$ cat src/pos_pkg.sv
// shared constants for the positioning options and slip monitor block
`default_nettype none
package pos_pkg;
  localparam logic [15:0] POS_IDX_OPTIONS = 16'h60F2;
  localparam logic [15:0] POS_IDX_TRACKERR = 16'h60F4;
  localparam logic [15:0] POS_IDX_SLIPLIM = 16'h60F8;
  localparam logic [15:0] POS_OPT_RESET = 16'h0001;
  localparam logic [31:0] POS_SLIP_RESET = 32'h0000_0190;
  localparam logic [31:0] POS_SLIP_OFF = 32'h7FFF_FFFF;
  localparam logic [15:0] POS_OPT_MASK = 16'h00FF;
  localparam int POS_REL_LSB = 0;
  localparam int POS_HOF_LSB = 4;
  localparam int POS_DIR_LSB = 6;
  localparam int POS_CW_NEWSP = 4;
  localparam int POS_CW_REL = 6;
  localparam int POS_SW_ACK = 12;
  localparam int POS_SW_SLIP = 13;
  typedef enum logic [1:0] {POS_BASE_PREV, POS_BASE_RAMP, POS_BASE_ACT, POS_BASE_RSV} pos_base_type;
  typedef enum logic [1:0] {POS_HOF_HOST, POS_HOF_ARRIVE, POS_HOF_SOON, POS_HOF_RSV} pos_hof_type;
  typedef enum logic [1:0] {POS_DIR_LIN, POS_DIR_NEG, POS_DIR_POS, POS_DIR_SHORT} pos_dir_type;
endpackage : pos_pkg
`default_nettype wire

$ cat src/pos_dir.sv
// rotary direction decision for one move
`default_nettype none
module pos_dir
  import pos_pkg::*;
(
  input wire logic [1:0] dir_sel,
  input wire logic signed [31:0] target,
  input wire logic signed [31:0] current,
  input wire logic [31:0] modulo,
  output logic move_positive,
  output logic allow_multi
);
  logic signed [32:0] delta;
  logic [32:0] fwd;

  always_comb begin
    delta = 33'(target) - 33'(current);
    fwd = delta[32] ? 33'(delta) + {1'b0, modulo} : 33'(delta);
    allow_multi = 1'b0;
    case (pos_dir_type'(dir_sel))
      POS_DIR_LIN: begin
        move_positive = !delta[32];
        allow_multi = 1'b1;
      end
      POS_DIR_NEG: move_positive = 1'b0;
      POS_DIR_POS: move_positive = 1'b1;
      POS_DIR_SHORT: move_positive = (fwd < {2'b00, modulo[31:1]});
      default: move_positive = 1'b1;
    endcase
  end
endmodule : pos_dir
`default_nettype wire

$ cat src/pos_opts.sv
// positioning options, following error and slip monitor top
`default_nettype none
module pos_opts
  import pos_pkg::*;
#(
  parameter int TW = 32
) (
  // clock and reset
  input wire logic CORE_CLK,
  input wire logic SYS_RST,
  // object access
  input wire logic OBJ_WR,
  input wire logic [15:0] OBJ_IDX,
  input wire logic [31:0] OBJ_WDATA,
  output logic [31:0] OBJ_RDATA,
  output logic OBJ_ERR,
  // controlword and mode
  input wire logic CW_NEWSP_SET,
  input wire logic CW_NEWSP_CLR,
  input wire logic CW_RELATIVE,
  input wire logic PP_MODE,
  input wire logic PV_MODE,
  input wire logic SETPOINT_TAKEN,
  input wire logic TARGET_REACHED,
  output logic CW_NEWSP,
  output logic SW_ACK,
  // positions
  input wire logic signed [31:0] TARGET_IN,
  input wire logic signed [31:0] RAMP_POS,
  input wire logic signed [31:0] ACT_POS,
  input wire logic signed [31:0] DEMAND_POS,
  input wire logic [31:0] MODULO,
  output logic signed [31:0] ABS_TARGET,
  output logic MOVE_POSITIVE,
  output logic ALLOW_MULTI_TURN,
  // slip monitor
  input wire logic signed [31:0] ACT_SPEED,
  input wire logic signed [31:0] SET_SPEED,
  input wire logic [TW-1:0] SLIP_TIME,
  input wire logic SLIP_REACTION_SET,
  output logic SW_SLIP,
  output logic SLIP_REACTION,
  output logic ERR_LOG
);
  import pos_pkg::*;

  logic [15:0] options;
  logic signed [31:0] slip_limit;
  logic signed [31:0] tracking_error;
  logic signed [31:0] prev_target;
  logic has_prev;
  logic [1:0] rel_sel;
  logic [1:0] hof_sel;
  logic signed [31:0] base;
  logic slip_flag;
  logic slip_event;
  logic auto_clear;
  logic take;

  ////////////////////////////////////////////////////////////////////////////////
  // object store
  always_ff @(posedge CORE_CLK) begin
    if (SYS_RST) begin
      options <= POS_OPT_RESET;
    end else if (OBJ_WR && OBJ_IDX == POS_IDX_OPTIONS) begin
      options <= OBJ_WDATA[15:0] & POS_OPT_MASK;
    end
  end

  always_ff @(posedge CORE_CLK) begin
    if (SYS_RST) begin
      slip_limit <= POS_SLIP_RESET;
    end else if (OBJ_WR && OBJ_IDX == POS_IDX_SLIPLIM) begin
      slip_limit <= OBJ_WDATA;
    end
  end

  // error readout is sampled so the host sees a stable word
  always_ff @(posedge CORE_CLK) begin
    if (SYS_RST) begin
      tracking_error <= '0;
    end else begin
      tracking_error <= DEMAND_POS - ACT_POS;
    end
  end

  always_ff @(posedge CORE_CLK) begin
    if (SYS_RST) begin
      OBJ_RDATA <= '0;
      OBJ_ERR <= 1'b0;
    end else begin
      OBJ_ERR <= 1'b0;
      case (OBJ_IDX)
        POS_IDX_OPTIONS: OBJ_RDATA <= {16'h0000, options};
        POS_IDX_TRACKERR: OBJ_RDATA <= tracking_error;
        POS_IDX_SLIPLIM: OBJ_RDATA <= slip_limit;
        default: begin
          OBJ_RDATA <= '0;
          OBJ_ERR <= 1'b1;
        end
      endcase
      if (OBJ_WR && OBJ_IDX == POS_IDX_TRACKERR) begin
        OBJ_ERR <= 1'b1;
      end
    end
  end

  ////////////////////////////////////////////////////////////////////////////////
  // relative base selection
  assign rel_sel = options[POS_REL_LSB +: 2];
  assign hof_sel = options[POS_HOF_LSB +: 2];
  assign take = CW_NEWSP && SETPOINT_TAKEN && PP_MODE;

  always_comb begin
    case (pos_base_type'(rel_sel))
      POS_BASE_RAMP: base = RAMP_POS;
      POS_BASE_ACT: base = ACT_POS;
      POS_BASE_PREV: base = has_prev ? prev_target : '0;
      default: base = has_prev ? prev_target : '0;
    endcase
  end

  always_ff @(posedge CORE_CLK) begin
    if (SYS_RST) begin
      prev_target <= '0;
      has_prev <= 1'b0;
      ABS_TARGET <= '0;
    end else if (take) begin
      has_prev <= 1'b1;
      if (CW_RELATIVE) begin
        prev_target <= base + TARGET_IN;
        ABS_TARGET <= base + TARGET_IN;
      end else begin
        prev_target <= TARGET_IN;
        ABS_TARGET <= TARGET_IN;
      end
    end
  end

  ////////////////////////////////////////////////////////////////////////////////
  // new-setpoint handshake
  always_comb begin
    case (pos_hof_type'(hof_sel))
      POS_HOF_ARRIVE: auto_clear = PP_MODE && SW_ACK && TARGET_REACHED;
      POS_HOF_SOON: auto_clear = PP_MODE && SW_ACK;
      default: auto_clear = 1'b0;
    endcase
  end

  // a host set in the same cycle as an auto clear wins
  always_ff @(posedge CORE_CLK) begin
    if (SYS_RST) begin
      CW_NEWSP <= 1'b0;
    end else if (CW_NEWSP_SET) begin
      CW_NEWSP <= 1'b1;
    end else if (CW_NEWSP_CLR || auto_clear) begin
      CW_NEWSP <= 1'b0;
    end
  end

  always_ff @(posedge CORE_CLK) begin
    if (SYS_RST) begin
      SW_ACK <= 1'b0;
    end else if (take) begin
      SW_ACK <= 1'b1;
    end else if (!CW_NEWSP) begin
      SW_ACK <= 1'b0;
    end
  end

  ////////////////////////////////////////////////////////////////////////////////
  // direction and slip
  pos_dir u_dir (
    .dir_sel(options[POS_DIR_LSB +: 2]),
    .target(ABS_TARGET),
    .current(ACT_POS),
    .modulo(MODULO),
    .move_positive(MOVE_POSITIVE),
    .allow_multi(ALLOW_MULTI_TURN)
  );

  pos_slip #(.TW(TW)) u_slip (
    .clk(CORE_CLK),
    .rst(SYS_RST),
    .pv_mode(PV_MODE),
    .act_speed(ACT_SPEED),
    .set_speed(SET_SPEED),
    .limit(slip_limit),
    .slip_time(SLIP_TIME),
    .slip_flag(slip_flag),
    .slip_event(slip_event)
  );

  assign SW_SLIP = slip_flag;

  always_ff @(posedge CORE_CLK) begin
    if (SYS_RST) begin
      SLIP_REACTION <= 1'b0;
      ERR_LOG <= 1'b0;
    end else begin
      SLIP_REACTION <= slip_event && SLIP_REACTION_SET;
      ERR_LOG <= SLIP_REACTION;
    end
  end

  ////////////////////////////////////////////////////////////////////////////////
  // checks
  a_opt_reset: assert property (@(posedge CORE_CLK)
    SYS_RST |=> options == POS_OPT_RESET && slip_limit == POS_SLIP_RESET) else $error("bad reset value");
  a_ack_drop: assert property (@(posedge CORE_CLK) disable iff (SYS_RST)
    (!CW_NEWSP && !take) |=> !SW_ACK) else $error("ack held after release");
  a_soon_clear: assert property (@(posedge CORE_CLK) disable iff (SYS_RST)
    (hof_sel == 2'b10 && PP_MODE && SW_ACK && !CW_NEWSP_SET) |=> !CW_NEWSP) else $error("no early release");
  a_host_keep: assert property (@(posedge CORE_CLK) disable iff (SYS_RST)
    (hof_sel == 2'b00 && CW_NEWSP && !CW_NEWSP_CLR) |=> CW_NEWSP) else $error("host bit dropped");
  a_rel_act: assert property (@(posedge CORE_CLK) disable iff (SYS_RST)
    (take && CW_RELATIVE && rel_sel == 2'b10) |=> ABS_TARGET == $past(ACT_POS) + $past(TARGET_IN))
    else $error("relative base wrong");
  a_err_log: assert property (@(posedge CORE_CLK) disable iff (SYS_RST)
    SLIP_REACTION |=> ERR_LOG) else $error("error entry missing");
endmodule : pos_opts
`default_nettype wire

$ cat src/pos_slip.sv
// slippage monitor: persistence timer and flag
`default_nettype none
module pos_slip
  import pos_pkg::*;
#(
  parameter int TW = 32
) (
  // clock and reset
  input wire logic clk,
  input wire logic rst,
  // speeds and settings
  input wire logic pv_mode,
  input wire logic signed [31:0] act_speed,
  input wire logic signed [31:0] set_speed,
  input wire logic signed [31:0] limit,
  input wire logic [TW-1:0] slip_time,
  // result
  output logic slip_flag,
  output logic slip_event
);
  logic [TW-1:0] cnt;
  logic signed [32:0] diff;
  logic [32:0] mag;
  logic [32:0] lim_mag;
  logic excess;
  logic enabled;

  always_comb begin
    diff = 33'(act_speed) - 33'(set_speed);
    mag = diff[32] ? 33'(-diff) : 33'(diff);
    lim_mag = limit[31] ? 33'(-33'(limit)) : {1'b0, limit};
    enabled = pv_mode && (limit != POS_SLIP_OFF);
    excess = enabled && (mag > lim_mag);
  end

  // counter saturates so a long excess never wraps back below the time
  always_ff @(posedge clk) begin
    if (rst || !excess) begin
      cnt <= '0;
    end else if (cnt != '1) begin
      cnt <= cnt + 1'b1;
    end
  end

  always_ff @(posedge clk) begin
    if (rst || !excess) begin
      slip_flag <= 1'b0;
    end else if (cnt >= slip_time) begin
      slip_flag <= 1'b1;
    end
  end

  assign slip_event = excess && (cnt >= slip_time) && !slip_flag;

  a_slip_off: assert property (@(posedge clk) disable iff (rst)
    (limit == POS_SLIP_OFF) |=> !slip_flag) else $error("slip flag with monitor off");
  a_slip_wait: assert property (@(posedge clk) disable iff (rst)
    $rose(slip_flag) |-> $past(excess) && ($past(cnt) >= $past(slip_time))) else $error("slip flag early");
endmodule : pos_slip
`default_nettype wire
$ cat config.mk
export PLATFORM = sky130hd
export DESIGN_NAME = pos_opts
export DESIGN_NICKNAME = d
export VERILOG_FILES = /design/src/pos_pkg.sv /design/src/pos_dir.sv /design/src/pos_opts.sv /design/src/pos_slip.sv
export SDC_FILE = /design/constraint.sdc
export NUM_CORES = 1
export LEC_CHECK = 0
export BUFFER_PORTS_ARGS = -buffer_cell sky130_fd_sc_hd__buf_2
export CORE_UTILIZATION = 58
export CTS_CLUSTER_SIZE = 24
export DETAILED_ROUTE_END_ITERATION = 10
export PLACE_DENSITY = 0.87
export SLEW_MARGIN = 20
export SYNTH_ARGS = -nofsm -noshare
export SYNTH_HDL_FRONTEND = slang
export SYNTH_SLANG_ARGS = --single-unit
$ cat constraint.sdc
create_clock -name CORE_CLK -period 9.05 [get_ports CORE_CLK]
set_input_delay 0.905 -clock CORE_CLK [delete_from_list [all_inputs] [get_ports CORE_CLK]]
set_output_delay 0.905 -clock CORE_CLK [all_outputs]
set_load 0.02 [all_outputs]
======== Word-level counts from Yosys, hierarchy flattened ========
Index checks and enable logic that the tools add are counted.
storage, ports and cells
  bits in registers ....................... 175
  input port bits ......................... 315
cells by class
  multiplexer cells ....................... 16
  $lt $le $gt $ge ......................... 3
  $add $sub $neg .......................... 8
  equal/unequal tests ..................... 13
  reductions and logical operators ........ 20
operators by type and width
  operator                                                                  number
  33-bit 2-to-1 mux                                                         3
  32-bit case mux with 3 select lines                                       1
  32-bit by 32-bit subtractor with 33-bit output                            2
  32-bit 2-to-1 mux                                                         2
  32-bit case mux with 2 select lines                                       1
  16-bit by 15-bit equality test with 1-bit output (second input constant)  3
  33-bit by 32-bit adder with 33-bit output                                 1
  33-bit greater-than comparator                                            1
  33-bit by 31-bit less-than comparator with 1-bit output                   1
  32-bit negation with 33-bit output                                        1
  33-bit negation                                                           1
  32-bit by 1-bit adder with 32-bit output (second input constant)          1
  32-bit adder                                                              1
  32-bit greater-or-equal comparator                                        1
  32-bit by 31-bit != test with 1-bit output (second input constant)        1
  32-bit != test (second input constant)                                    1
  32-bit subtractor                                                         1
  1-bit logical AND                                                         12
  2-bit equality test (second input constant)                               4
  1-bit 2-to-1 mux                                                          7
  2-bit by 1-bit equality test with 1-bit output (second input constant)    3
  1-bit case mux with 4 select lines                                        1
  1-bit zero test                                                           3
  3-bit OR reduction                                                        1
  other kinds (5)                                                           6

======== Depth between registers and ports, before layout ========
  depth after elaboration ................. 8
  depth in mapped cells ................... 32
  mapped depth without buffers ............ 32

======== Cells and area by module ========
A second synthesis with hierarchy kept.
unflattened totals
  cell total of the unflattened synthesis .. 2751
  area total of the unflattened synthesis .. 20340.8 um^2
by module, submodules not included
  module    times used  area an instance (um^2)  cells each
  pos_opts  1           9281.4                   1221
  pos_slip  1           6495.0                   884
  pos_dir   1           4564.4                   646

======== Worst setup path after synthesis ========
Ideal clock, no wire load.
  path type ............................... input to output
  start ................................... in ACT_POS[0]
  end ..................................... out MOVE_POSITIVE
  stages .................................. 30
  arrival ................................. 6.188 ns
  path slack .............................. 1.957 ns
  required time ........................... 8.145 ns
  cell sequence ........................... ha_1 -> fa_1 -> nor2b_1 -> o21ai_0 -> a21o_1 -> a21oi_1 -> o21a_1 -> nor2_1 -> xnor2_1 -> ha_1 -> a21oi_1 -> o22ai_1 -> o21ai_0 -> nand3_1 -> a41oi_1 -> nor2b_1 -> o21ai_0 -> nand2b_1 -> xnor2_1 -> o21ai_0 -> ha_1 -> a21o_1 -> a21oi_1 -> o21ai_0 -> a21o_1 -> a21oi_1 -> or4bb_1 -> o31a_1 -> o221ai_1 -> o221a_2
on the way
  cells in the longest elaborated chain, start to end .. 5
RTL lines
  what                                                     RTL line        RTL
  start: declaration                                       pos_opts.sv:30  input wire logic signed [31:0] ACT_POS,
  32-bit by 32-bit subtractor with 33-bit output (*)       pos_dir.sv:17   delta = 33'(target) - 33'(current);
  33-bit by 32-bit adder with 33-bit output                pos_dir.sv:18   fwd = delta[32] ? 33'(delta) + {1'b0, modulo} : 33'(delta);
  33-bit 2-to-1 mux                                        pos_dir.sv:18
  33-bit by 31-bit less-than comparator with 1-bit output  pos_dir.sv:27   POS_DIR_SHORT: move_positive = (fwd < {2'b00, modulo[31:1]});
  1-bit case mux with 4 select lines (*)                   pos_dir.sv:20   case (pos_dir_type'(dir_sel))
  end: declaration                                         pos_opts.sv:34  output logic MOVE_POSITIVE,
Every way passes the cells marked *; elsewhere a longest branch is shown, timed or not.

======== Final worst setup path ========
  start ................................... in ACT_POS[1]
  end ..................................... out MOVE_POSITIVE
Same word-level chain as after synthesis.

==> impl_metrics.csv <==
group,metric,value,unit
route,drc,0,
yosys,synth_edf_count,0,
yosys,synth.avg_cell_area,7.46,sq um
setup_path,cp_top_family,"compound AO/OA/AOI/OAI gates",
timing,relSlewSlack,29.5,%
finish,area_growth,14.6,%
clock_tree,cts_tree,"built",
yosys,synth_cells,2603,
outcome,outcome,"complete, no violations",
die,initial_core_util,59.3,%
finish,drive_gt1_share,16.7,%
clock_tree,cts_root_buf,"clkbuf_16",
placement,pre_cts_slack,1040,ps
timing,setup-tns-final,0,ps
yosys,yosysWarnings,0,
die,dieArea,34200,sq um
setup_path,timing.rr.start,"slip_limit[0]",
placement,routabilityCongestion,1.07,
yosys,synth_common_cells,"nand2_1, ha_1, nor2_1, a21oi_1, inv_1",
global_routing,antenna_found_initial,10,
setup_path,worst_ep_arrival_time,7220,ps
setup_path,critPathLaunchType,"primary input",
setup_path,path_class,"in -> out",
placement,place_hpwl,52400,um
timing,fin_crit_sh,89.8,%
yosys,yosysTopAreaCellShare,18.0,%
power_and_ir_drop,power.density,128,nW/um^2
global_routing,grt_pass1_vias,19739,
route,dr.pass1.iters,8,
die,ios,387,
yosys,synth_most_common_cell,"nand2_1",
setup_path,cp_max_fo,6,
power_and_ir_drop,vdd.ir_drop.worst,0.133,mV
global_routing,gr-total-overflow,0,
die,die_w,185,um
setup_path,crit_start,"ACT_POS[1]",
setup_path,timing.rr.end,"u_slip.cnt[15]",
clock_tree,cts.path.max_buffers,2,
timing,fmax,123,MHz
yosys,ys_seq_area_share,18.0,%
clock_tree,cts_inserted_buffers,17,
clock_tree,cts_sinks,175,
setup_path,endpoint_kind,"primary output",
yosys,ys_types,95,
die,coreArea,32800,sq um
clock_tree,cts_resized,0,
die,die_y,185,um
yosys,synth_area,19400,sq um
timing,drv_slew,0,
yosys,synth_area_leaders,"dfxtp_1, ha_1, a21oi_1",
route,viasPerCell,6.18,
route,wl_per_cell,19.0,um
route,drtIter0Drc,1282,
clock_tree,postCtsSetupRepairBufs,0,
placement,io_buffers,386,
setup_path,r2r_setup_slack,3060,ps
min_path,hold_path_depth,1,
timing,hold_violations,0,
route,ant_nets,0,
global_routing,grt_max_degree,84,
global_routing,grt_first_pass_wirelength,100000,um
finish,final_util,67.9,%
global_routing,track_usage,36.8,%
power_and_ir_drop,total_power,2.86,mW
min_path,worstHoldStart,"u_slip.slip_flag",
yosys,ys_ff_latch,175,
setup_path,critPathBufInv,3,
setup_path,cpPeakStageDelay,520,ps
yosys,yosys.area.top_type,"dfxtp_1",
clock_tree,htree_num_levels,4,
clock_tree,cts_hold_repair.buffers,0,
die,row_count,66,
setup_path,worst_path_max_delay_cell,"or4bb_1",
timing,worst_slack,924,ps
yosys,synthFlopType,"dfxtp_1",
min_path,hold_class,"reg -> reg",
setup_path,crit_top_cell,"o21ai_0",
setup_path,cp.required,8150,ps
yosys,synth_nets,3186,
timing,setup_violations,0,
timing,rsz0062_at_grt,"false",
route,vias,20889,
timing,post-route-min-period,8130,ps
route,drt-total-wl,64300,um
yosys,async_reset_ff_share,0,%
timing,clock_skew,15.4,ps
min_path,holdPathEnd,"SLIP_REACTION",
clock_tree,clock_latency,450,ps
timing,tightest_slew,1060,ps
finish,fin_nets,3505,
power_and_ir_drop,leakagePower,10.5,nW
setup_path,r2r_cells,21,
flow_run,drv_cap,0,
clock_tree,path_clk_slew,70,ps
where the power goes:
group | internal (mW) | leakage, nW | total [mW] | switching (mW)
combinational | 0.551 | 8.81 | 1.30 | 0.751
clock | 0.394 | 0.273 | 0.746 | 0.352
sequential | 0.796 | 1.42 | 0.813 | 0.0173
worst max-delay path by stage:
stage               endpoint  cells past startpoint
6_report       MOVE_POSITIVE                     32
5_1_grt        MOVE_POSITIVE                     33
4_1_cts        MOVE_POSITIVE                     33
3_5_place_dp   MOVE_POSITIVE                     33
3_3_place_gp   MOVE_POSITIVE                     33
2_1_floorplan  MOVE_POSITIVE                     30
sequential cells by signal, indices dropped and copies added, names as in the netlist:
signal            count
CW_NEWSP              1
ERR_LOG               1
OBJ_ERR               1
OBJ_RDATA            32
SLIP_REACTION         1
SW_ACK                1
has_prev              1
options               8
prev_target          32
slip_limit           32
tracking_error       32
u_slip.cnt           32
u_slip.slip_flag      1
cell usage in the layout, fill, tap and decap left out, types with 10 or more instances in the layout:
cell       instances
buf_2            385
nand2_1          277
ha_1             262
nor2_1           231
a21oi_1          219
inv_1            187
dfxtp_1          175
o21ai_0          132
a21o_1           112
xnor2_1          105
xor2_1            99
nand3_1           61
a211oi_1          46
nand4_1           45
nor3_1            44
a221oi_1          40
nor2b_1           34
o21a_1            28
nand2b_1          27
mux2i_1           26
a22oi_1           25
and2_1            22
or3_1             20
o31ai_1           18
clkbuf_16         17
o211ai_1          16
o21bai_1          15
buf_4             15
a31oi_1           14
and3_1            14
nor4_1            12
or2_2             10
cells by family after synthesis:
family / share of synthesized area (%)
AND/OR/NAND/NOR: 21.7
AO/OA/AOI/OAI: 26.3
buffers and inverters: 5.58
adder cells (fa/ha/maj): 17.5
XOR/XNOR: 9.20
flip-flops: 18.0
multiplexers: 1.69
other: 0.0193
layer usage:
metal / share of wire (%) / GRT usage, % / vias to the layer above
met5: 0.16 / 0 / -
met4: 5.0 / 19.7 / 12
met3: 8.2 / 5.64 / 198
met2: 47 / 63.2 / 1004
met1: 40 / 44.1 / 9651
li1: - / - / 10024
cell type report:
class                      instances  area (sq um)
multi-input combinational       2141         14900
fill                            2759         10500
sequential                       175          3500
timing repair buffer             400          2040
inverter                         187           702
tap                              442           553
clock buffer                      20           447
clock inverter                    11           125
antenna                            4          10.0
worst register-to-register path, delay by kind of cell (launching register included):
kind	cells	cell delay (ps)
and+or+nand+nor	10	2500
DFF	1	370
buffers and inverters	1	340
adders and majority gates	1	270
AOI/OAI and AO/OA	8	2220
xor gates and xnor gates	1	190
through the flow:
step                std cells  hold slack, ps  cell area (sq um)
floorplan                2603             431              19400
global placement         3345             427              21700
detailed placement       3345             432              21700
CTS                      3376             448              22300
global route             3376             481              22300
finish                   3380             454              22300
No activity file was read; power rests on OpenSTA's default activity.
